**src/hdl/motirq_pkg.sv**
```systemverilog
package motirq_pkg;

    // Register addresses
    localparam logic [7:0] ADDR_TAP_FILTER_LATCH_CFG   = 8'h56;
    localparam logic [7:0] ADDR_TAP_X_THR  = 8'h57;
    localparam logic [7:0] ADDR_TAP_Y_THR  = 8'h58;
    localparam logic [7:0] ADDR_TAP_TIMING = 8'h5A;
    localparam logic [7:0] ADDR_WAKE_THR   = 8'h5B;
    localparam logic [7:0] ADDR_WAKE_HOLD_TIME   = 8'h5C;
    localparam logic [7:0] ADDR_PIN_A_RT   = 8'h5E;
    localparam logic [7:0] ADDR_PIN_B_RT   = 8'h5F;
    localparam logic [7:0] ADDR_X_OFS      = 8'h73;
    localparam logic [7:0] ADDR_Y_OFS      = 8'h74;
    localparam logic [7:0] ADDR_EVT_STATUS = 8'h1D;

    // Writable bit masks; reserved bits store and read as zero
    localparam logic [7:0] MASK_TAP_FILTER_LATCH_CFG = 8'h7D;
    localparam logic [7:0] MASK_TAP_X    = 8'h3F;
    localparam logic [7:0] MASK_TAP_Y    = 8'h9F;
    localparam logic [7:0] MASK_WAKE_HOLD_TIME = 8'h7F;
    localparam logic [7:0] MASK_ROUTE    = 8'hEB;
    localparam logic [7:0] RESET_BYTE    = 8'h00;

    // tap_filter_latch_cfg fields
    localparam int CFG0_CLR_ON_READ = 6;
    localparam int CFG0_SLEEP_LEVEL = 5;
    localparam int CFG0_WAKE_FILTER = 4;
    localparam int CFG0_TAP_X_EN    = 3;
    localparam int CFG0_TAP_Y_EN    = 2;
    localparam int CFG0_LATCH       = 0;
    // Threshold registers
    localparam int TAPX_PRIORITY    = 5;
    localparam int TAPY_IRQ_ENABLE  = 7;
    localparam int TAP_THR_MSB      = 4;
    // tap_timing_cfg fields
    localparam int GAP_MSB = 7;
    localparam int GAP_LSB = 4;
    localparam int QUIET_MSB = 3;
    localparam int QUIET_LSB = 2;
    localparam int SHOCK_MSB = 1;
    localparam int SHOCK_LSB = 0;
    // wake_threshold_cfg fields
    localparam int WTHR_DOUBLE_MODE = 7;
    localparam int WTHR_OFS_TO_WAKE = 6;
    localparam int WTHR_MSB         = 5;
    // wake_sleep_duration_cfg fields
    localparam int WDUR_HOLD_MSB = 6;
    localparam int WDUR_HOLD_LSB = 5;
    localparam int WDUR_WEIGHT   = 4;
    localparam int WDUR_SLEEP_MSB = 3;
    // Routing fields (same place on both pins)
    localparam int RT_SLEEP  = 7;
    localparam int RT_SINGLE = 6;
    localparam int RT_WAKE   = 5;
    localparam int RT_DOUBLE = 3;
    localparam int RT_ENGINE = 1;
    localparam int RT_LAST   = 0;

    // Event request indices
    localparam int EV_SINGLE = 0;
    localparam int EV_DOUBLE = 1;
    localparam int EV_WAKE   = 2;
    localparam int EV_SLEEP  = 3;
    localparam int EV_N      = 4;

    // Window lengths in sample ticks
    localparam int CNT_W = 13;
    localparam logic [CNT_W-1:0] SHOCK_ZERO = 13'h0004;
    localparam logic [CNT_W-1:0] SHOCK_STEP = 13'h0008;
    localparam logic [CNT_W-1:0] QUIET_ZERO = 13'h0002;
    localparam logic [CNT_W-1:0] QUIET_STEP = 13'h0004;
    localparam logic [CNT_W-1:0] GAP_ZERO   = 13'h0010;
    localparam logic [CNT_W-1:0] GAP_STEP   = 13'h0020;
    localparam logic [CNT_W-1:0] SLEEP_ZERO = 13'h0010;
    localparam logic [CNT_W-1:0] SLEEP_STEP = 13'h0200;

    // Data scaling: samples are 16-bit with full scale at 2^15
    localparam int DATA_W          = 18;
    localparam int TAP_THR_SHIFT   = 10;
    localparam int WAKE_SHIFT_FS64 = 9;
    localparam int WAKE_SHIFT_FS256 = 7;
    localparam int OFS_SHIFT_FINE  = 2;
    localparam int OFS_SHIFT_COARSE = 6;

    // Tap recognition states
    typedef enum logic [2:0] {
        TAP_IDLE,
        TAP_SHOCK,
        TAP_TOO_LONG,
        TAP_QUIET,
        TAP_GAP
    } motirq_tap_state_t;

endpackage

```
**src/hdl/motirq_top.sv**
```systemverilog
`timescale 1ns/1ps
`default_nettype none
module motirq_top (
    // Clock and reset
    input  wire logic                      core_clk,
    input  wire logic                      reset_n,
    // Register port
    input  wire logic [7:0]                reg_addr,
    input  wire logic [7:0]                reg_wdata,
    input  wire logic                      reg_wr,
    input  wire logic                      reg_rd,
    output logic      [7:0]                reg_rdata,
    // Sample stream, one tick per output-data-rate period
    input  wire logic                      sample_tick,
    input  wire logic signed [15:0]        accel_x,
    input  wire logic signed [15:0]        accel_y,
    input  wire logic signed [15:0]        hpf_x,
    input  wire logic signed [15:0]        hpf_y,
    input  wire logic                      offset_step_weight,
    // Other event sources
    input  wire logic                      engine_event,
    input  wire logic                      hub_done,
    input  wire logic                      time_overflow_alert,
    // Interrupt pins
    output logic                           interrupt_pin_a,
    output logic                           interrupt_pin_b
);
    import motirq_pkg::*;

    // Whole block state
    typedef struct packed {
        logic [7:0]             cfg0;      // Filter and latch config
        logic [7:0]             tapx;      // X threshold, priority
        logic [7:0]             tapy;      // Y threshold, irq enable
        logic [7:0]             timing;    // Gap, quiet, shock
        logic [7:0]             wthr;      // Wake threshold, tap mode
        logic [7:0]             wdur;      // Wake hold, sleep time
        logic [7:0]             rt_a;      // Pin A routing
        logic [7:0]             rt_b;      // Pin B routing
        logic [1:0][7:0]        ofs;       // Per-axis user offset
        logic [7:0]             rdata;     // Read answer
        motirq_tap_state_t      tap;       // Tap recognizer state
        logic [CNT_W-1:0]       tap_cnt;   // Tap window counter
        logic                   second;    // Current pulse is second tap
        logic [1:0]             tap_axis;  // Axis of last tap
        logic [1:0][15:0]       prev;      // Previous samples for slope
        logic [2:0]             wake_cnt;  // Consecutive over samples
        logic [CNT_W-1:0]       idle_cnt;  // Inactivity counter
        logic                   sleep;     // Stationary state
        logic [EV_N-1:0]        req;       // Interrupt requests
        logic [EV_N-1:0]        pend;      // Clear due at next tick
        logic                   pin_a;     // Pin A level
        logic                   pin_b;     // Pin B level
    } motirq_state_t;

    motirq_state_t q;  // Registered state
    motirq_state_t d;  // Next state

    // Magnitude of a signed sample
    function automatic logic [DATA_W-1:0] mag(input logic signed [DATA_W-1:0] v);
        mag = v[DATA_W-1] ? DATA_W'(-v) : DATA_W'(v);
    endfunction

    // Per-axis views
    logic signed [1:0][15:0] lp;        // Raw samples by axis
    logic signed [1:0][15:0] hp;        // High-pass samples by axis
    logic [1:0]              axis_en;   // Tap axis enables
    logic [1:0][4:0]         tap_thr;   // Tap thresholds by axis
    logic [1:0]              tap_over;  // Tap threshold exceeded
    logic [1:0]              wake_over; // Wake threshold exceeded
    logic [DATA_W-1:0]       wake_lim;  // Scaled wake threshold

    // Axis 0 is X, axis 1 is Y everywhere below
    assign lp[0]      = accel_x;
    assign lp[1]      = accel_y;
    assign hp[0]      = hpf_x;
    assign hp[1]      = hpf_y;
    assign axis_en[0] = q.cfg0[CFG0_TAP_X_EN];
    assign axis_en[1] = q.cfg0[CFG0_TAP_Y_EN];
    assign tap_thr[0] = q.tapx[TAP_THR_MSB:0];
    assign tap_thr[1] = q.tapy[TAP_THR_MSB:0];

    // Threshold weight chosen by the weight bit
    assign wake_lim = q.wdur[WDUR_WEIGHT]
                    ? (DATA_W'(q.wthr[WTHR_MSB:0]) << WAKE_SHIFT_FS256)
                    : (DATA_W'(q.wthr[WTHR_MSB:0]) << WAKE_SHIFT_FS64);

    // Per-axis offset correction and threshold compare
    genvar gi;
    generate
        for (gi = 0; gi < 2; gi++) begin : g_axis
            logic signed [DATA_W-1:0] raw;   // Widened sample
            logic signed [DATA_W-1:0] ofs_s; // Widened offset
            logic signed [DATA_W-1:0] ofs_w; // Weighted offset
            logic signed [DATA_W-1:0] corr;  // Offset-corrected sample
            logic signed [DATA_W-1:0] slope; // Sample-to-sample slope
            logic signed [DATA_W-1:0] hpw;   // Widened high-pass data
            logic signed [DATA_W-1:0] wsrc;  // Wake detector input
            // Packed element selects are unsigned: sign them again
            // so negative samples widen correctly
            assign raw   = DATA_W'($signed(lp[gi]));
            assign ofs_s = DATA_W'($signed(q.ofs[gi]));
            assign ofs_w = offset_step_weight ? (ofs_s <<< OFS_SHIFT_COARSE)
                                              : (ofs_s <<< OFS_SHIFT_FINE);
            assign corr  = raw - ofs_w;
            assign slope = raw - DATA_W'($signed(q.prev[gi]));
            assign hpw   = DATA_W'($signed(hp[gi]));
            // Offset path wins over the filter choice
            assign wsrc  = q.wthr[WTHR_OFS_TO_WAKE] ? corr
                         : (q.cfg0[CFG0_WAKE_FILTER] ? hpw : slope);
            assign tap_over[gi]  = axis_en[gi]
                                 && (mag(corr) > (DATA_W'(tap_thr[gi]) << TAP_THR_SHIFT));
            assign wake_over[gi] = mag(wsrc) > wake_lim;
        end
    endgenerate

    // Window limits from register fields
    logic [CNT_W-1:0] shock_lim;  // Longest over-threshold pulse
    logic [CNT_W-1:0] quiet_lim;  // Quiet window
    logic [CNT_W-1:0] gap_lim;    // Double-tap gap
    logic [CNT_W-1:0] sleep_lim;  // Inactivity time
    logic [2:0]       hold_lim;   // Wake hold time

    // Zero field gives the short default, else field times step; hold limit is the field itself
    always_comb begin
        shock_lim = (q.timing[SHOCK_MSB:SHOCK_LSB] == 2'h0) ? SHOCK_ZERO
                  : CNT_W'(q.timing[SHOCK_MSB:SHOCK_LSB]) * SHOCK_STEP;
        quiet_lim = (q.timing[QUIET_MSB:QUIET_LSB] == 2'h0) ? QUIET_ZERO
                  : CNT_W'(q.timing[QUIET_MSB:QUIET_LSB]) * QUIET_STEP;
        gap_lim   = (q.timing[GAP_MSB:GAP_LSB] == 4'h0) ? GAP_ZERO
                  : CNT_W'(q.timing[GAP_MSB:GAP_LSB]) * GAP_STEP;
        sleep_lim = (q.wdur[WDUR_SLEEP_MSB:0] == 4'h0) ? SLEEP_ZERO
                  : CNT_W'(q.wdur[WDUR_SLEEP_MSB:0]) * SLEEP_STEP;
        hold_lim  = 3'(q.wdur[WDUR_HOLD_MSB:WDUR_HOLD_LSB]);
    end

    // Derived controls
    logic             any_tap;     // Some enabled axis over threshold
    logic             any_wake;    // Some axis over wake threshold
    logic [1:0]       pick_axis;   // Axis reported for this pulse
    logic             status_rd;   // Event status register read
    logic             latch;       // Latch mode
    logic             cor;         // Clear-on-read mode
    logic [EV_N-1:0]  ev;          // Event pulses this cycle
    logic             sleep_src;   // Sleep source toward the pins
    logic [7:0]       src;         // Sources in routing bit order

    assign any_tap   = |tap_over;
    assign any_wake  = |wake_over;
    // Clear-on-read keys on a read of the status register
    assign status_rd = reg_rd && (reg_addr == ADDR_EVT_STATUS);
    assign latch     = q.cfg0[CFG0_LATCH];
    assign cor       = q.cfg0[CFG0_CLR_ON_READ];

    // Both axes over: priority bit names the winner
    always_comb begin
        if (tap_over == 2'b11) begin
            pick_axis = q.tapx[TAPX_PRIORITY] ? 2'b10 : 2'b01;
        end else begin
            // One axis or none: report as it stands
            pick_axis = tap_over;
        end
    end

    // Next-state logic
    always_comb begin
        d  = q;
        ev = '0;

        // Register writes, reserved bits forced low
        if (reg_wr) begin
            unique case (reg_addr)
                ADDR_TAP_FILTER_LATCH_CFG:   d.cfg0   = reg_wdata & MASK_TAP_FILTER_LATCH_CFG;
                ADDR_TAP_X_THR:  d.tapx   = reg_wdata & MASK_TAP_X;
                ADDR_TAP_Y_THR:  d.tapy   = reg_wdata & MASK_TAP_Y;
                ADDR_TAP_TIMING: d.timing = reg_wdata;
                ADDR_WAKE_THR:   d.wthr   = reg_wdata;
                ADDR_WAKE_HOLD_TIME:   d.wdur   = reg_wdata & MASK_WAKE_HOLD_TIME;
                ADDR_PIN_A_RT:   d.rt_a   = reg_wdata & MASK_ROUTE;
                ADDR_PIN_B_RT:   d.rt_b   = reg_wdata & MASK_ROUTE;
                // Offset range is kept by software
                ADDR_X_OFS:      d.ofs[0] = reg_wdata;
                ADDR_Y_OFS:      d.ofs[1] = reg_wdata;
                default: begin
                    // Unmapped writes are dropped
                end
            endcase
        end

        // Register reads, answered next cycle
        if (reg_rd) begin
            unique case (reg_addr)
                ADDR_TAP_FILTER_LATCH_CFG:   d.rdata = q.cfg0;
                ADDR_TAP_X_THR:  d.rdata = q.tapx;
                ADDR_TAP_Y_THR:  d.rdata = q.tapy;
                ADDR_TAP_TIMING: d.rdata = q.timing;
                ADDR_WAKE_THR:   d.rdata = q.wthr;
                ADDR_WAKE_HOLD_TIME:   d.rdata = q.wdur;
                ADDR_PIN_A_RT:   d.rdata = q.rt_a;
                ADDR_PIN_B_RT:   d.rdata = q.rt_b;
                ADDR_X_OFS:      d.rdata = q.ofs[0];
                ADDR_Y_OFS:      d.rdata = q.ofs[1];
                // Requests low, then sleep state and tap axes
                ADDR_EVT_STATUS: d.rdata = {1'b0, q.tap_axis[1], q.tap_axis[0], q.sleep, q.req};
                default:         d.rdata = RESET_BYTE;
            endcase
        end

        // Detection runs once per sample tick
        if (sample_tick) begin
            d.prev = lp;

            // Wake: consecutive over samples, restart on a gap
            if (any_wake) begin
                if (q.wake_cnt == hold_lim) begin
                    ev[EV_WAKE] = 1'b1;
                end
                // Stop one past the hold: a long burst fires once
                if (q.wake_cnt <= hold_lim) begin
                    d.wake_cnt = q.wake_cnt + 3'h1;
                end
            end else begin
                d.wake_cnt = '0;
            end

            // Sleep: inactivity count, any motion restarts it
            if (any_wake) begin
                d.idle_cnt = '0;
                if (q.sleep) begin
                    d.sleep        = 1'b0;
                    ev[EV_SLEEP]   = 1'b1;
                end
            end else if (!q.sleep) begin
                if (q.idle_cnt + 13'h0001 >= sleep_lim) begin
                    d.sleep      = 1'b1;
                    d.idle_cnt   = '0;
                    ev[EV_SLEEP] = 1'b1;
                end else begin
                    d.idle_cnt = q.idle_cnt + 13'h0001;
                end
            end

            // Tap recognizer
            unique case (q.tap)
                TAP_IDLE: begin
                    // Pulse start is its first shock tick
                    if (any_tap) begin
                        d.tap      = TAP_SHOCK;
                        d.tap_cnt  = 13'h0001;
                        d.second   = 1'b0;
                        d.tap_axis = pick_axis;
                    end
                end
                TAP_SHOCK: begin
                    if (!any_tap) begin
                        d.tap     = TAP_QUIET;
                        d.tap_cnt = '0;
                    end else if (q.tap_cnt >= shock_lim) begin
                        d.tap = TAP_TOO_LONG;
                    end else begin
                        d.tap_cnt = q.tap_cnt + 13'h0001;
                    end
                end
                TAP_TOO_LONG: begin
                    // Wait for the pulse to end before rearming
                    if (!any_tap) begin
                        d.tap = TAP_IDLE;
                    end
                end
                TAP_QUIET: begin
                    // Any over sample here voids the tap
                    if (any_tap) begin
                        d.tap = TAP_TOO_LONG;
                    end else if (q.tap_cnt + 13'h0001 >= quiet_lim) begin
                        d.tap_cnt = '0;
                        if (q.second) begin
                            ev[EV_DOUBLE] = 1'b1;
                            d.tap         = TAP_IDLE;
                        end else begin
                            ev[EV_SINGLE] = 1'b1;
                            d.tap = q.wthr[WTHR_DOUBLE_MODE] ? TAP_GAP : TAP_IDLE;
                        end
                    end else begin
                        d.tap_cnt = q.tap_cnt + 13'h0001;
                    end
                end
                TAP_GAP: begin
                    // Second pulse must start before the gap ends
                    if (any_tap) begin
                        d.tap      = TAP_SHOCK;
                        d.tap_cnt  = 13'h0001;
                        d.second   = 1'b1;
                        d.tap_axis = pick_axis;
                    end else if (q.tap_cnt + 13'h0001 >= gap_lim) begin
                        d.tap = TAP_IDLE;
                    end else begin
                        d.tap_cnt = q.tap_cnt + 13'h0001;
                    end
                end
            endcase
        end

        // Wake and tap requests need the global enable
        if (!q.tapy[TAPY_IRQ_ENABLE]) begin
            ev[EV_SINGLE] = 1'b0;
            ev[EV_DOUBLE] = 1'b0;
            ev[EV_WAKE]   = 1'b0;
        end

        // Request holding: a new event always beats any clear
        for (int i = 0; i < EV_N; i++) begin
            // Branch order is the priority: set, then clears
            if (ev[i]) begin
                d.req[i] = 1'b1;
            end else if (!latch && sample_tick) begin
                d.req[i] = 1'b0;
            end else if (latch && cor && status_rd) begin
                d.req[i] = 1'b0;
            end else if (latch && !cor && q.pend[i] && sample_tick) begin
                d.req[i] = 1'b0;
            end
            // Read without clear-on-read schedules the clear for the tick
            if (sample_tick || ev[i]) begin
                d.pend[i] = 1'b0;
            end else if (latch && !cor && status_rd && q.req[i]) begin
                d.pend[i] = 1'b1;
            end
        end

        // Pins: OR of routed sources, one cycle behind the requests
        d.pin_a = |(src & q.rt_a);
        d.pin_b = |(src & q.rt_b);
    end

    // Sleep shown as level or change, per mode bit
    assign sleep_src = q.cfg0[CFG0_SLEEP_LEVEL] ? q.sleep : q.req[EV_SLEEP];

    // Sources in routing bit order; last bit differs per pin
    always_comb begin
        src            = '0;
        src[RT_SLEEP]  = sleep_src;
        src[RT_SINGLE] = q.req[EV_SINGLE];
        src[RT_WAKE]   = q.req[EV_WAKE];
        src[RT_DOUBLE] = q.req[EV_DOUBLE];
        src[RT_ENGINE] = engine_event;
        src[RT_LAST]   = 1'b0;
    end

    // Per-pin last source merged after routing
    logic last_a;  // Hub done routed to pin A
    logic last_b;  // Timestamp alert routed to pin B
    assign last_a = hub_done && q.rt_a[RT_LAST];
    assign last_b = time_overflow_alert && q.rt_b[RT_LAST];

    // State register, synchronous reset
    always_ff @(posedge core_clk) begin
        if (!reset_n) begin
            q <= '0;
        end else begin
            q       <= d;
            // Hub and alert levels join after routing
            q.pin_a <= d.pin_a | last_a;
            q.pin_b <= d.pin_b | last_b;
        end
    end

    // Outputs straight from state flops
    assign reg_rdata       = q.rdata;
    assign interrupt_pin_a = q.pin_a;
    assign interrupt_pin_b = q.pin_b;

endmodule
`default_nettype wire

```
**config.mk**
```make
export PLATFORM = sky130hd
export DESIGN_NAME = motirq_top
export DESIGN_NICKNAME = d
export VERILOG_FILES = /design/src/hdl/motirq_pkg.sv /design/src/hdl/motirq_top.sv
export SDC_FILE = /design/constraint.sdc
export NUM_CORES = 1
export LEC_CHECK = 0
export CORE_UTILIZATION = 60
export CTS_BUF_LIST = sky130_fd_sc_hd__clkbuf_16
export CTS_CLUSTER_SIZE = 20
export DETAILED_ROUTE_END_ITERATION = 8
export DONT_BUFFER_PORTS = 1
export GPL_TIMING_DRIVEN = 0
export PLACE_DENSITY = 0.79
export SLEW_MARGIN = 5
export SYNTH_ARGS = -nofsm -noshare
export SYNTH_HDL_FRONTEND = slang
export SYNTH_SLANG_ARGS = --single-unit
export TNS_END_PERCENT = 1
```
**constraint.sdc**
```tcl
create_clock -name core_clk -period 8.5 [get_ports core_clk]
set_input_delay 0.425 -clock core_clk [delete_from_list [all_inputs] [get_ports core_clk]]
set_output_delay 0.425 -clock core_clk [all_outputs]
set_load 0.05 [all_outputs]
```
---- Yosys cells after proc, flatten, opt, wreduce, memory -nomap -nowiden ----
Cells that the tools add are included.
word-level totals
  word-level logic and storage cells ...... 216
  register bits ........................... 155
  output and inout port bits .............. 10
operators by class
  order comparisons ....................... 9
  $add $sub $neg .......................... 11
  mux-type cells .......................... 71
  reduce and logical (&&, ||, !) cells .... 62
  bitwise operators ....................... 5
  equality and inequality tests ........... 28
operator list
  operator                                                         number
  18-bit 2-to-1 mux                                                8
  13-bit 2-to-1 mux                                                8
  8-bit one-hot mux with 11 select lines                           1
  8-bit by 7-bit == test with 1-bit output, second input constant  10
  18-bit by 15-bit > comparator with 1-bit output                  4
  13-bit one-hot mux with 4 select lines                           1
  17-bit negation with 18-bit output                               2
  18-bit negation                                                  2
  16-bit by 14-bit subtractor with 17-bit output                   2
  16-bit by 16-bit subtractor with 17-bit output                   2
  3-bit 2-to-1 mux                                                 11
  16-bit 2-to-1 mux                                                2
  14-bit 2-to-1 mux                                                2
  13-bit by 1-bit adder with 13-bit output, second input constant  2
  1-bit 2-to-1 mux                                                 25
  2-bit AND reduction                                              12
  1-bit logical AND                                                22
  4-bit nonzero test                                               5
  19-bit 2-to-1 mux                                                1
  8-bit bitwise AND                                                2
  8-bit OR reduction                                               2
  15-bit 2-to-1 mux                                                1
  3-bit inequality test, second input constant                     5
  3-bit one-hot mux with 5 select lines                            1
  30 further kinds                                                 53

---- Logic depth before layout (Yosys ltp) ----
Gate-level depths: netlist of the first run.
  depth in word-level cells ............... 13
  depth in mapped cells ................... 27

---- Worst setup path before layout of the first run ----
No wires, ideal clock.
  path type ............................... input -> register
  start ................................... input offset_step_weight
  end ..................................... register q[64] (netlist name)
  buffers on the path ..................... 2
  setup time .............................. 0.122 ns
  path slack .............................. 3.088 ns
  arrival time ............................ 5.290 ns
  required time ........................... 8.378 ns
  stages .................................. 23
  cell sequence ........................... clkbuf_1 -> mux2i_1 -> ha_1 -> clkbuf_1 -> a211oi_1 -> o21bai_1 -> a21oi_1 -> a21boi_0 -> or3_1 -> and2_1 -> o31ai_1 -> xnor2_1 -> ha_1 -> nand4_1 -> nor2_1 -> nand2_1 -> nor4bb_1 -> o211ai_1 -> o221ai_1 -> o21ai_2 -> mux2_2 -> and2_1 -> a311o_1
on the way
  cells in the longest elaborated chain, start to end .. 9
  elaborated cells on any way between the ends .. 21
  classes of those cells .................. 4 x add/sub; 2 x order compare; 4 x eq/ne; 7 x mux; 4 x reduce/logical
RTL lines
  element                                                                                  line               source
  from (decl)                                                                              motirq_top.sv:19   input wire logic offset_step_weight,
  13-bit 2-to-1 mux                                                                        motirq_top.sv:103  assign ofs_w = offset_step_weight ? (ofs_s <<< OFS_SHIFT_COARSE)
  16-bit by 14-bit subtractor with 17-bit output                                           motirq_top.sv:105  assign corr = raw - ofs_w;
  17-bit negation with 18-bit output                                                       motirq_top.sv:61   mag = v[DATA_W-1] ? DATA_W'(-v) : DATA_W'(v);
  18-bit 2-to-1 mux                                                                        motirq_top.sv:61
  18-bit by 15-bit > comparator with 1-bit output                                          motirq_top.sv:112  && (mag(corr) > (DATA_W'(tap_thr[gi]) << TAP_THR_SHIFT));
  1-bit logical AND                                                                        motirq_top.sv:112
  2-bit OR reduction (*)                                                                   motirq_top.sv:148  assign any_tap = |tap_over;
  3-bit inequality test (no line), or another cell as far along                            n/a
  6-bit AND reduction (no line) or 13-bit one-hot mux with 4 select lines (tied branches)  n/a
  to (decl)                                                                                motirq_top.sv:56   motirq_state_t q;
Every way passes the cells marked *; elsewhere a longest branch is shown, timed or not.
A chain may end at the register's enable or synchronous reset.

---- Worst setup path in the final report of the first run ----
  start ................................... register q (netlist bit g_axis[0].ofs_s[0])
  end ..................................... register q[64] (netlist name)
on the way
  cells in the longest elaborated chain, start to end .. 9
  elaborated cells on any way between the ends .. 15
  classes of those cells .................. 2 x add/sub; 1 x order compare; 4 x eq/ne; 5 x mux; 3 x reduce/logical
RTL lines
  element                                                                                  line
  13-bit 2-to-1 mux (*)                                                                    motirq_top.sv:103
  16-bit by 14-bit subtractor with 17-bit output (*)                                       motirq_top.sv:105
  17-bit negation with 18-bit output                                                       motirq_top.sv:61
  18-bit 2-to-1 mux (*)                                                                    motirq_top.sv:61
  18-bit by 15-bit > comparator with 1-bit output (*)                                      motirq_top.sv:112
  1-bit logical AND (*)                                                                    motirq_top.sv:112
  2-bit OR reduction (*)                                                                   motirq_top.sv:148
  3-bit inequality test (no line), or another cell as far along                            n/a
  6-bit AND reduction (no line) or 13-bit one-hot mux with 4 select lines (tied branches)  n/a
Marked as above.

==> run summary, run 1 <==
Outcome - finished, violations left
Failing checks - design-rule violations
Ant. Diodes - 0
Post-place setup slack - 1.585 ns
Worst path required time - 8.83 ns
Starting Density - 0.6109
Rel. slew slack - 0.1330
Area share of the largest cell type after synthesis - 0.2335
Fmax - 144.0 MHz
Layout area overhead - 7.221%
Prevailing post-synth register cell - dfxtp_1
Gr usage total - 0.3636
Layout cells sized above 1 - 0.04816
Largest stage delay, worst path - 0.66 ns
Remaining DRCs - 1
Hold buffers post-CTS - 0
Worst skew pair latency - 0.44 ns
Synthesis warning total - 0
Sink Count - 155
Wire per inst - 20.27 µm
Final Skew - 0.009275 ns
Cts repair resizes - 0
Total die area - 22750 µm²
Buf+Inv Stages, Crit Path - 1
Largest cells by area after synthesis - dfxtp_1 (23%), ha_1 (10%), mux2i_1 (7.2%), nor2_1 (5.2%), a21oi_1 (4.5%)
Reg clk slew, reported paths - 0.08 ns
Setup ws final - 1.554 ns
Finished Core Util - 0.6550
Leading cell type in the layout, fill and taps excluded - nor2_1
Max cap viols - 0
Maximum clock insertion buffer count - 2
LEAKAGE - 5.322 nW
Area of the mapped netlist - 13290 µm²
Worst Hold Class - in2reg
Seq cells post-synth - 155
Pwr dens - 149.0 nW/µm²
Tmin final - 6.946 ns
Arrival time at the worst endpoint - 7.28 ns
Die span in x - 150.8 µm
Async set-or-reset flop fraction in the synthesized netlist - 0
Height of the die - 150.8 µm
CP cell instances - nor2b_1 -> ha_1 -> inv_1 -> fa_1 -> a211oi_2 -> o21ai_1 -> a31oi_2 -> xor2_1 -> o2111ai_1 -> o31ai_1 -> xnor2_1 -> ha_1 -> nand4_1 -> nor2_1 -> nand2_1 -> nor4bb_1 -> o21ai_0 -> o221ai_1 -> o21ai_2 -> mux2_2 -> and2_1 -> a311o_1
Remaining antenna violation count - 0
Grt ovf - 0
Largest net degree at the start of global routing - 17
Gp weighted congestion - 0.9812
Sequential share of the synthesized area - 0.2335
Crit path kind - reg2reg
Hold_ws - 0.1277 ns
Total number of vias - 13540
Crit start category - flop
Period utilization - 0.8172
Final hold violations - 0
CTS buffer count - 17
Top cell by count, worst path - ha_1
Synth cell types - 95
DP Wirelength - 31540 µm
Pre-antenna DRT Iters - 9
# port buffers - 0
Rows - 54
FF/Latch Area - 3103 µm²
VDD IR-drop max - 0.0001278 V
Filler cells - 1970
First-pass GRT wire length - 64530 µm
Number of flops mapped to enable cells by yosys - 0
Placed Instances - 2013
Syn nets - 1936
Mean area per synthesized cell - 7.669 µm²
1st-iter DRT viols - 1375
Crit. End Element - flop
Crit path max fanout - 9
Area of the multi-input gates - 9413 µm²
Initial antenna violation count - 0
Root buffer cell - clkbuf_16
Most frequent cells in the layout - nor2_1 (183), dfxtp_1 (155), nand2_1 (152)
Post-Syn Instances - 1733
DRT Wirelength - 41460 µm
H-tree depth - 4
Fin cells - 2045
Critical-path top delay cell - o221ai_1
Number of global-route vias before repair - 12520
RSZ-0062 raised after global routing - false
Total setup buffers inserted after CTS - 0
Most area-hungry cell type in the Yosys netlist - dfxtp_1
CP top delay family - compound AO/OA/AOI/OAI gates
CTS tree - yes
Final Setup Violations - 0
Vias/cell - 6.619
Final Max Tran Viols - 0
Final nets - 1955
Setup TNS - 0 ns
Area of the core - 21760 µm²
Least-Margin Pin Slew - 1.284 ns
Top Ports - 99
[state kept, by name (all words and copies together) (netlist names)]
register / cells
reg_rdata: 8
interrupt_pin_a: 1
hold_lim: 2
axis_en: 2
interrupt_pin_b: 1
g_axis.ofs_s: 16
latch: 1
q: 123
cor: 1
[metal layers]
layer | up-vias | track usage | wire length (µm)
li1 | 6383 | - | -
met1 | 6309 | 0.4669 | 17080
met2 | 706 | 0.5835 | 18420
met3 | 138 | 0.06295 | 3890
met4 | 0 | 0.1865 | 2059
met5 | - | 0 | 0
[cell usage after synthesis (all sizes together), types with 12 or more instances]
cell type and count:
o21a 21, ha 110, nand2 152, nand2b 25, clkbuf 62, dfxtp 155, a21boi 12, buf 25
nor2b 29, nor3 23, xor2 29, o21ai 85, o211ai 13, mux2i 96, a22oi 22, a211oi 23
nand4 21, nor2 183, o31ai 14, inv 106, a31oi 26, and2 24, xnor2 36, nand3 77
a21o 20, a21oi 119, and3 17
[cells by family after synthesis]
family                   count (synthesis)  synth area share
AND/OR/NAND/NOR                        618            0.2258
AO/OA/AOI/OAI                          481            0.2480
buffers and inverters                  194           0.05874
flip-flops                             155            0.2335
adder cells (fa/ha/maj)                114            0.1096
multiplexers                           106           0.08162
XOR/XNOR                                65           0.04284
[worst paths after layout]
check | from | endpoint | slack, ns | depth (start not counted)
hold reg to reg | q[23] | q[23] | 0.48 | 2
setup reg to reg | g_axis[0].ofs_s[0] | q[64] | 1.55 | 22
hold / removal | accel_x[4] | q[31] | 0.13 | 2
setup / recovery | g_axis[0].ofs_s[0] | q[64] | 1.55 | 22
[final cells by class]
type	instances	share of cell area
Multi-Input combinational cell	1384	0.6606
Buffer	87	0.02660
Inverter	107	0.02819
Tap cell	280	0.02459
Sequential cell	155	0.2178
Clock inverter	15	0.01247
Clock buffer	17	0.02985
[power breakdown]
part / internal, W / leakage [nW] / switching [W] / total (W)
Sequential: 0.000739 / 1.25 / 0.00000847 / 0.000747
Clock: 0.000445 / 0.297 / 0.000368 / 0.000813
Combinational: 0.000230 / 3.77 / 0.000333 / 0.000563
Total: 0.00141 / 5.32 / 0.000709 / 0.00212
[stage by stage]
stage / power, W / instance area [µm²]
after floorplan: 0.001194 / 13290
after global placement: 0.001296 / 13640
after detailed placement: 0.001311 / 13650
after CTS: 0.002115 / 14250
after global routing: 0.002220 / 14250
final: 0.002123 / 14250
(Power assumes the default switching activity.)
==> run 2: changes to the inputs <==
Settings changed: ABC_AREA from default to 1.
Clock period 8.5 ns to 7.2 ns, I/O delays scaled along.
==> run 2 against run 1 <==
Sequential power grew 27%. Critical endpoint is now q[69]. Critical path type is now in2reg. The flow now finishes without violations. Total power grew 51%. Utilization grew 0.46 points. Largest cell class unchanged. Clock power grew 19%.
==> run summary, run 2 <==
Layout area overhead - 7.144%
LEAKAGE - 6.962 nW
Syn nets - 2529
Async set-or-reset flop fraction in the synthesized netlist - 0
Setup TNS - 0 ns
Most frequent cells in the layout - nand2_1 (594), inv_1 (348), nor2_1 (232)
Area share of the largest cell type after synthesis - 0.2206
Top Ports - 99
Worst skew pair latency - 0.45 ns
Top cell by count, worst path - nand2_1
Grt ovf - 0
Fmax - 204.1 MHz
Worst path required time - 7.54 ns
Largest cells by area after synthesis - dfxtp_1 (22%), nand2_1 (16%), ha_1 (9.8%), inv_1 (9.3%), a21oi_1 (8.1%)
Final Skew - 0.01518 ns
CTS buffer count - 17
Post-Syn Instances - 2326
Total number of vias - 15250
VDD IR-drop max - 0.0001895 V
Period utilization - 0.6805
Remaining antenna violation count - 0
Number of global-route vias before repair - 14190
Pre-antenna DRT Iters - 7
Cts repair resizes - 0
Layout cells sized above 1 - 0.05386
Root buffer cell - clkbuf_16
Mean area per synthesized cell - 6.047 µm²
Synth cell types - 55
DRT Wirelength - 45710 µm
Ant. Diodes - 0
Total die area - 24060 µm²
Largest register FFs - 123
Least-Margin Pin Slew - 0.9241 ns
Hold buffers post-CTS - 0
Commonest cells in the synthesized netlist - nand2_1 (594), inv_1 (348), nor2_1 (232)
Finished Core Util - 0.6596
Initial antenna violation count - 1
Reg clk slew, reported paths - 0.08 ns
Prevailing post-synth register cell - dfxtp_1
Final Max Tran Viols - 0
Placed Instances - 2639
1st-iter DRT viols - 1306
Height of the die - 155.1 µm
Vias/cell - 5.708
Die span in x - 155.1 µm
Final Setup Violations - 0
Number of flops mapped to enable cells by yosys - 0
FF/Latch Area - 3103 µm²
CTS tree - yes
# port buffers - 0
Rows - 55
Area of the mapped netlist - 14060 µm²
DP Wirelength - 36650 µm
Final hold violations - 0
Area of the multi-input gates - 9214 µm²
Arrival time at the worst endpoint - 5.24 ns
H-tree depth - 4
First-pass GRT wire length - 71670 µm
Largest net degree at the start of global routing - 20
Setup ws final - 2.301 ns
Fin cells - 2671
Most area-hungry cell type in the Yosys netlist - dfxtp_1
Post-place setup slack - 1.919 ns
Largest stage delay, worst path - 0.41 ns
Area after DPL - 14460 µm²
Seq cells post-synth - 155
Rel. slew slack - 0.3839
Starting Density - 0.6156
Synthesis warning total - 0
Gp weighted congestion - 0.9895
Crit path max fanout - 10
Final nets - 2548
Top reg by flops - q
Outcome - finished, final reports clean
Maximum clock insertion buffer count - 2
Sink Count - 155
Most common cell in the netlist - nand2_1
Filler cells - 2208
Remaining DRCs - 0
Final instance area - 15070 µm²
Worst Hold Class - in2reg
Wire per inst - 17.11 µm
Critical-path top delay cell - fa_1
Crit. End Element - flop
Total setup buffers inserted after CTS - 0
Pwr dens - 213.1 nW/µm²
Crit path kind - in2reg
Gr usage total - 0.3799
RSZ-0062 raised after global routing - false
Sequential share of the synthesized area - 0.2206
Crit start category - input pin
Max cap viols - 0
Tmin final - 4.899 ns
Leading cell type in the layout, fill and taps excluded - nand2_1
Area of the core - 22850 µm²
-- run 2: report_power, final --
group | leakage, nW | internal, W | switching, W | total [W]
logic | 5.41 | 0.000452 | 0.000839 | 0.00129
clock network | 0.295 | 0.000477 | 0.000491 | 0.000967
registers | 1.26 | 0.000908 | 0.0000433 | 0.000952
-- run 2: final timing paths --
check / cells after the start / slack, ns / to / startpoint
setup / recovery: 31 / 2.30 / q[69] / offset_step_weight
hold / removal: 2 / 0.09 / q[133] / reg_wdata[7]
setup reg to reg: 33 / 2.33 / q[21] / g_axis[1].ofs_s[0]
hold reg to reg: 2 / 0.46 / q[74] / q[74]
-- run 2: critical path: cells and delay by family --
kind                     cells  cell delay, ns
AND/OR/NAND/NOR             16            1.82
adder cells (fa/ha/maj)      3            0.91
buffers and inverters        6            1.06
XOR/XNOR                     1            0.23
AO/OA/AOI/OAI                5            0.83
-- run 2: kinds of logic after synthesis --
| family | after synthesis | synth area share |
|---|---|---|
| AO/OA/AOI/OAI | 449 | 0.1744 |
| flip-flops | 155 | 0.2206 |
| adder cells (fa/ha/maj) | 114 | 0.1035 |
| XOR/XNOR | 50 | 0.03167 |
| buffers and inverters | 434 | 0.1243 |
| AND/OR/NAND/NOR | 1124 | 0.3455 |
-- run 2: final cells by class --
cell class	instances	area share
plain buffers	75	0.02640
clock buffers	17	0.02823
clock inverters	15	0.01245
inverters	359	0.08959
multi-input cells	1737	0.6114
flip-flops and latches	155	0.2059
well taps	313	0.02599
-- run 2: per-layer routing --
layer | share of wire | vias to the layer above | routed length, µm | track usage
met2 | 0.46 | 654 | 20810 | 0.6484
met1 | 0.42 | 6863 | 19160 | 0.4687
met3 | 0.081 | 137 | 3683 | 0.06267
met5 | 0.00028 | - | 13 | 0
li1 | - | 7590 | - | -
met4 | 0.045 | 2 | 2050 | 0.1707
-- run 2: per-stage QoR --
step                      hold WS (ns)  power, W
after global placement          0.4467  0.002200
after CTS                      0.08345  0.003193
after global routing           0.09476  0.003430
after floorplan                 0.4359  0.001964
after detailed placement        0.4521  0.002238
final                          0.08557  0.003211
